## src/hw/apc_regs.svh

```systemverilog
`ifndef APC_REGS_SVH
`define APC_REGS_SVH

// ****************************************************************
// register offsets (byte-wide registers)
// ****************************************************************
`define APC_ADDR_W 9
`define APC_OFS_DIV_EN_BYP 9'h100
`define APC_OFS_FAST_DIVS 9'h101
`define APC_OFS_SRC_SEL 9'h102
`define APC_OFS_PHASE_STEP 9'h103
`define APC_OFS_NUM_BYTE0 9'h106
`define APC_NUM_BYTES 6
`define APC_NUM_LAST 5

// ****************************************************************
// field positions and widths
// ****************************************************************
`define APC_BIT_SECOND_DIV_EN 2
`define APC_BIT_OUT_BYPASS 1
`define APC_DIV_W 4
`define APC_POS_FAST_DIV_TWO 4
`define APC_POS_FAST_DIV_ONE 0
`define APC_BIT_EXT_SWITCH 6
`define APC_SEL_W 3
`define APC_POS_ALT_SEL 3
`define APC_POS_PRI_SEL 0
`define APC_BIT_SW_DEC 7
`define APC_POS_DEC_SEL 4
`define APC_BIT_SW_INC 3
`define APC_POS_INC_SEL 0
`define APC_NUM_W 42
`define APC_NUM_TOP_MASK 8'h03

// ****************************************************************
// reset values and write masks
// ****************************************************************
`define APC_RST_DIV_EN_BYP 8'h00
`define APC_RST_FAST_DIVS 8'h00
`define APC_RST_SRC_SEL 8'h00
`define APC_RST_PHASE_STEP 8'h00
`define APC_RST_NUM_BYTE 8'h00
`define APC_MASK_DIV_EN_BYP 8'h06
`define APC_MASK_SRC_SEL 8'h7F

`endif

```

## src/hw/apc_pkg.sv

```systemverilog
package apc_pkg;

  // where the analog loop takes its reference from
  typedef enum logic [2:0] {
    APC_REF_CRYSTAL,
    APC_REF_IN_ONE,
    APC_REF_IN_TWO,
    APC_REF_IN_THREE,
    APC_REF_DPLL
  } apc_ref_e;

  // what the output bypass mux is fed with
  typedef enum logic [2:0] {
    APC_BYP_NONE,
    APC_BYP_CRYSTAL,
    APC_BYP_IN_ONE,
    APC_BYP_IN_TWO,
    APC_BYP_IN_THREE
  } apc_byp_e;

  // division ratio counted in half steps (ratio times two)
  typedef logic [4:0] apc_half_ratio_t;

  // fixed-point feedback numerator, 9 integer bits on top
  typedef logic [41:0] apc_numerator_t;

endpackage : apc_pkg

```

## src/hw/apc_edge_stepper.sv

```systemverilog
module apc_edge_stepper
(
  input wire logic sys_clk,
  input wire logic nrst,
  input wire logic pinLevel,
  output logic syncLevel,
  output logic edgePulse
);

  // ****************************************************************
  // two-stage synchroniser and edge detector
  // ****************************************************************
  logic metaQ; // first stage, read by syncQ only
  logic syncQ; // settled level
  logic lastQ; // level one cycle earlier

  // synchroniser chain plus history flop
  always_ff @(posedge sys_clk)
  begin
    if (!nrst)
    begin
      metaQ <= 1'b0;
      syncQ <= 1'b0;
      lastQ <= 1'b0;
    end
    else
    begin
      metaQ <= pinLevel;
      syncQ <= metaQ;
      lastQ <= syncQ;
    end
  end

  // both rising and falling edges count, one pulse each
  assign syncLevel = syncQ;
  assign edgePulse = syncQ ^ lastQ;

endmodule : apc_edge_stepper

```

## src/hw/apc_path_control.sv

```systemverilog
// What this block does
// (RULE1) second divider runs only when enabled, unbypassed
// (RULE2) bypass bit picks divided or bypass signal
// (RULE3) second divider code gives 4..7.5, 8..15
// (RULE4) first divider code uses same encoding
// (RULE5) switch pin high selects alternate source field
// (RULE6) alternate field ignored without external switching
// (RULE7) alternate code picks crystal or inputs one-three
// (RULE8) primary 001-011 feeds input to loop, bypass
// (RULE9) 110 crystal bypass, 111 no bypass, DPLL ref
// (RULE10) 100 input one bypass, 101 none, DPLL ref; here 100 feeds no bypass unless masterClockFromInputOne is high
// (RULE11) software keeps bypass off with no bypass
// (RULE12) codes 0xx bypass DPLL, allow its power-down
// (RULE13) each decrement source edge steps phase earlier
// (RULE14) decrement select: software bit or pins 0-3
// (RULE15) software decrement bit used only with select 000
// (RULE16) each increment source edge steps phase later
// (RULE17) increment select: software bit or pins 0-3
// (RULE18) software increment bit used only with select 000
// (RULE19) 42-bit numerator in six bytes, LSB first
// (RULE20) software avoids zero numerator, zero unused bits
// (RULE21) software zeroes top numerator bits with DPLL
// (RULE22) denominator 32-bit, reset 1, never zero; this block holds no denominator, its offset reads zero
// (RULE23) pin sources synchronised, one step per edge
// (RULE24) numerator reaches divider only as whole value
`include "apc_regs.svh"

module apc_path_control
(
  input wire logic sys_clk,
  input wire logic nrst,
  input wire logic [8:0] regAddr,
  input wire logic regWrEn,
  input wire logic regRdEn,
  input wire logic [7:0] regWrData,
  output logic [7:0] regRdData,
  input wire logic globalPllEnable,
  input wire logic masterClockFromInputOne,
  input wire logic crystalClockDoubler,
  input wire logic [1:0] switchPinSelect,
  input wire logic [3:0] gpioPin,
  output logic secondDividerRun,
  output logic outputBypassSelect,
  output apc_pkg::apc_half_ratio_t fastDividerOneRatio,
  output apc_pkg::apc_half_ratio_t fastDividerTwoRatio,
  output apc_pkg::apc_ref_e pllRefSource,
  output apc_pkg::apc_byp_e bypassSource,
  output logic bypassDoubled,
  output logic dpllPowerDownAllowed,
  output logic phaseDecStep,
  output logic phaseIncStep,
  output apc_pkg::apc_numerator_t feedbackNumerator
);

  import apc_pkg::*;

  // ****************************************************************
  // decode helpers
  // ****************************************************************

  // divider code to ratio in half steps
  function automatic apc_half_ratio_t halfRatio(input logic [3:0] code);
    logic [4:0] wide;
    wide = {1'b0, code};
    if (code[3])
      halfRatio = 5'(wide << 1); // integer ratios 8..15
    else
      halfRatio = 5'(wide + 5'h08); // 4.0 .. 7.5 in half steps
  endfunction : halfRatio

  // source code to the loop reference
  function automatic apc_ref_e refOf(input logic [2:0] code);
    case (code)
      3'h0:
        refOf = APC_REF_CRYSTAL; // crystal, or crystal pin without one
      3'h1:
        refOf = APC_REF_IN_ONE;
      3'h2:
        refOf = APC_REF_IN_TWO;
      3'h3:
        refOf = APC_REF_IN_THREE;
      default:
        refOf = APC_REF_DPLL; // 1xx always take the DPLL output
    endcase
  endfunction : refOf

  // ****************************************************************
  // configuration registers
  // ****************************************************************
  logic [7:0] divEnBypQ; // enable and bypass bits
  logic [7:0] fastDivsQ; // both divider codes
  logic [7:0] srcSelQ; // source selects and switching mode
  logic [7:0] phaseCtlQ; // step sources and software bits
  logic [7:0] numStageQ [0:`APC_NUM_BYTES-1]; // numerator staging
  logic numLastWr; // top numerator byte written

  // byte address hit helpers
  logic hitDivEnByp;
  logic hitFastDivs;
  logic hitSrcSel;
  logic hitPhaseCtl;
  assign hitDivEnByp = (regAddr == `APC_OFS_DIV_EN_BYP);
  assign hitFastDivs = (regAddr == `APC_OFS_FAST_DIVS);
  assign hitSrcSel = (regAddr == `APC_OFS_SRC_SEL);
  assign hitPhaseCtl = (regAddr == `APC_OFS_PHASE_STEP);
  assign numLastWr = regWrEn && (regAddr == `APC_OFS_NUM_BYTE0 + 9'(`APC_NUM_LAST));

  // control register writes; reserved bits stay zero
  always_ff @(posedge sys_clk)
  begin
    if (!nrst)
    begin
      divEnBypQ <= `APC_RST_DIV_EN_BYP;
      fastDivsQ <= `APC_RST_FAST_DIVS;
      srcSelQ <= `APC_RST_SRC_SEL;
      phaseCtlQ <= `APC_RST_PHASE_STEP;
    end
    else if (regWrEn)
    begin
      if (hitDivEnByp)
        divEnBypQ <= regWrData & `APC_MASK_DIV_EN_BYP;
      if (hitFastDivs)
        fastDivsQ <= regWrData;
      if (hitSrcSel)
        srcSelQ <= regWrData & `APC_MASK_SRC_SEL;
      if (hitPhaseCtl)
        phaseCtlQ <= regWrData;
    end
  end

  // ****************************************************************
  // numerator staging and commit
  // ****************************************************************

  // bytes land in staging; nothing reaches the divider yet
  genvar gb;
  generate
    for (gb = 0; gb < `APC_NUM_BYTES; gb++)
    begin : g_stage
      always_ff @(posedge sys_clk)
      begin
        if (!nrst)
          numStageQ[gb] <= `APC_RST_NUM_BYTE;
        else if (regWrEn && (regAddr == `APC_OFS_NUM_BYTE0 + 9'(gb)))
        begin
          if (gb == `APC_NUM_LAST)
            numStageQ[gb] <= regWrData & `APC_NUM_TOP_MASK;
          else
            numStageQ[gb] <= regWrData; // RULE19
        end
      end
    end
  endgenerate

  // top byte write commits all six bytes at once, so a
  // half-written value never glitches the feedback divider
  always_ff @(posedge sys_clk)
  begin
    if (!nrst)
      feedbackNumerator <= '0;
    else if (numLastWr)
      feedbackNumerator <= {regWrData[1:0], numStageQ[4], numStageQ[3], // RULE24
                            numStageQ[2], numStageQ[1], numStageQ[0]}; // RULE19
  end

  // ****************************************************************
  // read-back port
  // ****************************************************************

  // one-cycle registered read; unmapped offsets read zero
  always_ff @(posedge sys_clk)
  begin
    if (!nrst)
      regRdData <= 8'h00;
    else if (regRdEn)
    begin
      if (hitDivEnByp)
        regRdData <= divEnBypQ;
      else if (hitFastDivs)
        regRdData <= fastDivsQ;
      else if (hitSrcSel)
        regRdData <= srcSelQ;
      else if (hitPhaseCtl)
        regRdData <= phaseCtlQ;
      else if (regAddr >= `APC_OFS_NUM_BYTE0 &&
               regAddr <= `APC_OFS_NUM_BYTE0 + 9'(`APC_NUM_LAST))
        regRdData <= numStageQ[3'(regAddr - `APC_OFS_NUM_BYTE0)];
      else
        regRdData <= 8'h00;
    end
  end

  // ****************************************************************
  // general-purpose pin synchronisers
  // ****************************************************************
  logic [3:0] gpioLevel; // settled pin levels
  logic [3:0] gpioEdge; // one pulse per pin edge

  // every pin is tracked all the time, so changing a select
  // never manufactures a step from stale history
  genvar gp;
  generate
    for (gp = 0; gp < 4; gp++)
    begin : g_pin
      apc_edge_stepper u_step (
        .sys_clk(sys_clk),
        .nrst(nrst),
        .pinLevel(gpioPin[gp]),
        .syncLevel(gpioLevel[gp]),
        .edgePulse(gpioEdge[gp]) // RULE23
      );
    end
  endgenerate

  // ****************************************************************
  // source selection
  // ****************************************************************
  logic extSwitch; // external switching enabled
  logic switchHigh; // chosen pin is high
  logic [2:0] effSel; // code in force this cycle
  assign extSwitch = srcSelQ[`APC_BIT_EXT_SWITCH];
  assign switchHigh = gpioLevel[switchPinSelect];
  // alternate used only with switching on and pin high
  assign effSel = (extSwitch && switchHigh) ? // RULE5 RULE6
                  srcSelQ[`APC_POS_ALT_SEL +: `APC_SEL_W] :
                  srcSelQ[`APC_POS_PRI_SEL +: `APC_SEL_W];

  // loop reference and bypass feed, registered to the pins
  always_ff @(posedge sys_clk)
  begin
    if (!nrst)
    begin
      pllRefSource <= APC_REF_CRYSTAL;
      bypassSource <= APC_BYP_CRYSTAL;
      dpllPowerDownAllowed <= 1'b1;
      bypassDoubled <= 1'b0;
    end
    else
    begin
      pllRefSource <= refOf(effSel); // RULE7 RULE8
      dpllPowerDownAllowed <= ~effSel[2]; // RULE12
      bypassDoubled <= crystalClockDoubler;
      case (effSel)
        3'h0:
          bypassSource <= APC_BYP_CRYSTAL; // RULE7
        3'h1:
          bypassSource <= APC_BYP_IN_ONE; // RULE8
        3'h2:
          bypassSource <= APC_BYP_IN_TWO; // RULE8
        3'h3:
          bypassSource <= APC_BYP_IN_THREE; // RULE8
        3'h4:
          // input one only when the master clock comes from it
          bypassSource <= masterClockFromInputOne ? APC_BYP_IN_ONE : APC_BYP_NONE; // RULE10
        3'h6:
          bypassSource <= APC_BYP_CRYSTAL; // RULE9
        default:
          bypassSource <= APC_BYP_NONE; // RULE9 RULE10 RULE11
      endcase
    end
  end

  // ****************************************************************
  // divider and bypass controls
  // ****************************************************************

  // gating the divider saves power whenever it is not needed
  always_ff @(posedge sys_clk)
  begin
    if (!nrst)
    begin
      secondDividerRun <= 1'b0;
      outputBypassSelect <= 1'b0;
      fastDividerOneRatio <= halfRatio(4'h0);
      fastDividerTwoRatio <= halfRatio(4'h0);
    end
    else
    begin
      secondDividerRun <= globalPllEnable && divEnBypQ[`APC_BIT_SECOND_DIV_EN] &&
                          !divEnBypQ[`APC_BIT_OUT_BYPASS]; // RULE1
      outputBypassSelect <= divEnBypQ[`APC_BIT_OUT_BYPASS]; // RULE2
      fastDividerTwoRatio <= halfRatio(fastDivsQ[`APC_POS_FAST_DIV_TWO +: `APC_DIV_W]); // RULE3
      fastDividerOneRatio <= halfRatio(fastDivsQ[`APC_POS_FAST_DIV_ONE +: `APC_DIV_W]); // RULE4
    end
  end

  // ****************************************************************
  // phase step generation
  // ****************************************************************
  logic swDecLastQ; // software decrement bit history
  logic swIncLastQ; // software increment bit history
  logic swDecEdge;
  logic swIncEdge;
  logic [2:0] decSel;
  logic [2:0] incSel;
  logic decEdge;
  logic incEdge;

  assign decSel = phaseCtlQ[`APC_POS_DEC_SEL +: `APC_SEL_W];
  assign incSel = phaseCtlQ[`APC_POS_INC_SEL +: `APC_SEL_W];
  // toggling a software bit either way makes one edge
  assign swDecEdge = phaseCtlQ[`APC_BIT_SW_DEC] ^ swDecLastQ;
  assign swIncEdge = phaseCtlQ[`APC_BIT_SW_INC] ^ swIncLastQ;

  // software bit history, tracked even while unselected
  always_ff @(posedge sys_clk)
  begin
    if (!nrst)
    begin
      swDecLastQ <= 1'b0;
      swIncLastQ <= 1'b0;
    end
    else
    begin
      swDecLastQ <= phaseCtlQ[`APC_BIT_SW_DEC];
      swIncLastQ <= phaseCtlQ[`APC_BIT_SW_INC];
    end
  end

  // decrement edge of the chosen source
  always_comb
  begin
    case (decSel)
      3'h0:
        decEdge = swDecEdge; // RULE15
      3'h1, 3'h2, 3'h3, 3'h4:
        decEdge = gpioEdge[2'(decSel - 3'h1)]; // RULE14
      default:
        decEdge = 1'b0; // unused codes never step
    endcase
  end

  // increment edge of the chosen source
  always_comb
  begin
    case (incSel)
      3'h0:
        incEdge = swIncEdge; // RULE18
      3'h1, 3'h2, 3'h3, 3'h4:
        incEdge = gpioEdge[2'(incSel - 3'h1)]; // RULE17
      default:
        incEdge = 1'b0; // unused codes never step
    endcase
  end

  // one-cycle step pulses, one per source edge
  always_ff @(posedge sys_clk)
  begin
    if (!nrst)
    begin
      phaseDecStep <= 1'b0;
      phaseIncStep <= 1'b0;
    end
    else
    begin
      phaseDecStep <= decEdge; // RULE13
      phaseIncStep <= incEdge; // RULE16
    end
  end

endmodule : apc_path_control

```

## config.mk

```make
export PLATFORM = sky130hd
export DESIGN_NAME = apc_path_control
export DESIGN_NICKNAME = d
export VERILOG_FILES = /design/src/hw/apc_pkg.sv /design/src/hw/apc_edge_stepper.sv /design/src/hw/apc_path_control.sv
export VERILOG_INCLUDE_DIRS = /design/src /design/src/hw
export SDC_FILE = /design/constraint.sdc
export NUM_CORES = 1
export LEC_CHECK = 0
export ABC_AREA = 1
export BUFFER_PORTS_ARGS = -buffer_cell sky130_fd_sc_hd__buf_2
export CAP_MARGIN = 15
export CORE_ASPECT_RATIO = 1.1
export CORE_MARGIN = 2
export CORE_UTILIZATION = 36
export CTS_CLUSTER_SIZE = 8
export DETAILED_ROUTE_END_ITERATION = 6
export GPL_TIMING_DRIVEN = 1
export PLACE_DENSITY = 0.57
export SYNTH_ARGS = -nofsm -noshare
export SYNTH_HDL_FRONTEND = slang
export SYNTH_SLANG_ARGS = --single-unit
```

## constraint.sdc

```tcl
create_clock -name sys_clk -period 3.8 [get_ports sys_clk]
set_input_delay 0.76 -clock sys_clk [delete_from_list [all_inputs] [get_ports sys_clk]]
set_output_delay 0.76 -clock sys_clk [all_outputs]
set_load 0.02 [all_outputs]
```

==> impl_metrics.csv <==
group,metric,value,unit
power_and_ir_drop,p_sw_share,23.8,%
timing,tightest_slew,0.656,ns
cells_and_area,finalNetCount,904,
timing,skew,0.00694,ns
clock_tree,clk_pin_slew,0.06,ns
clock_tree,cts_root_buffer,"clkbuf_16",
floorplan,core_area,17600,um^2
setup_path,max_stage_delay,0.40,ns
hold_path,min-delay-start,"g_pin[1].u_step.metaQ",
clock_tree,post_cts_buffers,0,
timing,timing.final.crit_share,58.0,%
detailed_routing,ant_nets,0,
power_and_ir_drop,combPwrFrac,5.9,%
clock_tree,cts_tree,"done",
yosys,synth_nets,807,
setup_path,ff2ff_setup_slack,2.06,ns
detailed_routing,drtIter0Drc,287,
hold_path,min_delay_path_depth,2,
detailed_routing,drc,0,
floorplan,fp-row-count,51,
yosys,synth-seq-cells,153,
clock_tree,ctsHoldBuffers,0,
floorplan,die-area,19000,um^2
setup_path,endpoint_kind,"flop",
global_route,grt_overflow,0,
timing,rsz0062_at_grt,"false",
setup_path,critPathMaxFanout,25,
power_and_ir_drop,max-vdd-ir-drop,300,uV
power_and_ir_drop,finalPower,3.53,mW
detailed_routing,vias,5267,
floorplan,ios,102,
power_and_ir_drop,p_seq_share,48.8,%
setup_path,r2r_start,"g_pin[2].u_step.syncLevel",
global_route,grt_max_degree,55,
detailed_routing,via_per_inst,4.72,
hold_path,whs_endpoint,"g_pin[1].u_step.syncLevel",
yosys,synth.distinct_cells,41,
clock_tree,numCtsBuffers,17,
timing,finalHoldViolations,0,
detailed_routing,wl,16.7,mm
floorplan,start_util,36.7,%
setup_path,critPathBufInv,3,
placement,portBuffers,101,
yosys,synth_top_cell_by_area,"dfxtp_1",
yosys,ys_seq_area_share,54.0,%
global_route,grt_pass1_vias,5070,
timing,slew_violations,0,
placement,hpwl,12.2,mm
yosys,yosys-top-cells-area,"dfxtp_1, edfxtp_1, nand2_1",
floorplan,die_width,132,um
placement,place_area,7150,um^2
clock_tree,cts_resized,0,
power_and_ir_drop,power_frac_clock,45.3,%
clock_tree,clockBufferDepth,2,
setup_path,r2r-end,"bypassSource[1]",
placement,gp_congestion,0.877,
timing,relSlewSlack,56.2,%
clock_tree,clock_sinks,153,
timing,max_freq,0.454,GHz
power_and_ir_drop,cellLeakagePower,3.57,nW
cells_and_area,final_cell_mix,"nand2_1, dfxtp_1, buf_2",
run_status,status,"complete, no violations",
power_and_ir_drop,switchingPower,0.840,mW
detailed_routing,first_pass_iters,5,
setup_path,startpoint_type,"primary input",
setup_path,cp_slowest_cell,"nand2_1",
timing,holdWs,0.411,ns
detailed_routing,wl_per_cell,15.0,um
timing,tns,0,ns
yosys,synthesis.area,6460,um^2
global_route,antenna_found_initial,2,
yosys,synth_top_area_share,34.4,%
clock_tree,insertion_delay,0.43,ns
timing,setup_violations,0,
setup_path,reg2reg_depth,9,
setup_path,critical_path_arrival,2.51,ns
cells_and_area,areaGrowthSynthToFinish,19.5,%
global_route,grt_pass1_wl,26.7,mm
setup_path,required,4.10,ns
global_route,grt_util_all_layers,18.4,%
yosys,syn_inst,767,
power_and_ir_drop,p_int,2.69,mW
flow_run,cap_viol_max_count,0,
cells_and_area,stdcell_area,7710,um^2
timing,min_period,2.20,ns
setup_path,cp_cell_sequence,"buf_2 > nand2_2 > inv_2 > nand3_4 > nor2_4 > nand2_1 > buf_4 > nand3_1 > o21ai_0",
clock_tree,cts_max_level,4,
cells_and_area,drive_gt1_share,20.8,%
power_and_ir_drop,powerDensity,458,nW/um^2
setup_path,critical_path_class,"primary input to flop",
cells_and_area,final_common_cell,"nand2_1",
setup_path,critical_path.top_delay_family,"simple AND/OR/NAND/NOR gates",
hold_path,min_path_type,"flop to flop",
yosys,synth_warnings,0,
yosys,syn_area_per_cell,8.42,um^2
floorplan,die_h,144,um
cells_and_area,fill_cells,1786,
## state kept, by name, summed over array words and instances (netlist names), 2 cells and up
| name | flops |
|---|---|
| feedbackNumerator | 42 |
| numStageQ | 42 |
| fastDivsQ | 8 |
| phaseCtlQ | 8 |
| regRdData | 8 |
| srcSelQ | 7 |
| fastDividerOneRatio | 5 |
| fastDividerTwoRatio | 5 |
| g_pin.u_step.lastQ | 4 |
| g_pin.u_step.metaQ | 4 |
| g_pin.u_step.syncLevel | 4 |
| bypassSource | 3 |
| pllRefSource | 3 |
| divEnBypQ | 2 |
## synthesized netlist by cell type, drive strengths merged
master,number
nand2,146
inv,112
dfxtp,111
o21ai,92
nor2,78
nand3,63
a21oi,51
edfxtp,42
buf,16
clkbuf,12
o22ai,11
ha,10
nor3,6
nand4,3
a31o,2
nor4,2
o31ai,2
or2,2
xnor2,2
xor2,2
clkinv,1
o211ai,1
## final cells by class
cell class                 count  area (um^2)  area share (%)
multi-input combinational    473         2400            31.1
tap                          238          298            3.86
clock inverter                 9         57.6           0.746
clock buffer                  23          500            6.49
inverter                     113          432            5.60
sequential                   153         3480            45.2
timing repair buffer         106          543            7.04
antenna                        1         2.50          0.0324
## logic make-up after synthesis
kind of cell	after synthesis	synth area share, %
fa+ha+maj	10	1.94
xor+xnor	4	0.543
buf+inv	141	8.91
compound gates	159	13.1
flops	153	54.0
simple gates	300	21.5
## through the flow
step	cells	worst slack, ns	utilization (%)
after floorplan	767	1.49	-
after global placement	1083	1.13	40.6
after detailed placement	1083	1.12	40.6
after CTS	1115	1.51	43.8
after global routing	1115	1.32	43.8
final	1116	1.60	43.8
## power by group through the flow
stage	clock network (mW)	registers (mW)	logic, mW
floorplan	0	1.76	0.128
global placement	0	1.76	0.207
detailed placement	0	1.76	0.207
CTS	1.64	1.73	0.208
global route	1.71	1.73	0.233
finish	1.60	1.73	0.207
## worst max-delay path by stage
| stage | cells after the start | end | slack (ns) | from |
|---|---|---|---|---|
| 2_1_floorplan | 5 | numStageQ[0][0] | 1.49 | regAddr[7] |
| 5_1_grt | 9 | feedbackNumerator[25] | 1.32 | regAddr[0] |
| 3_3_place_gp | 9 | feedbackNumerator[30] | 1.13 | regAddr[0] |
| 4_1_cts | 9 | feedbackNumerator[23] | 1.51 | regAddr[0] |
| 3_5_place_dp | 9 | feedbackNumerator[23] | 1.12 | regAddr[0] |
| 6_report | 9 | feedbackNumerator[23] | 1.60 | regAddr[0] |
## worst reg2reg max path: cells and delay by family, from the launching register on
kind	cells	cell delay, ns
compound gates	3	0.70
buf+inv	1	0.10
flops	1	0.36
simple gates	5	0.48
## per-layer routing
| metal | vias to the layer above | GRT usage, % | wire length [um] |
|---|---|---|---|
| met4 | 2 | 6.92 | 342 |
| met5 | - | 0 | 7 |
| met2 | 127 | 31.0 | 7950 |
| met3 | 27 | 4.84 | 835 |
| li1 | 2697 | - | - |
| met1 | 2414 | 22.7 | 7550 |
Power figures use the tool's default switching activity.
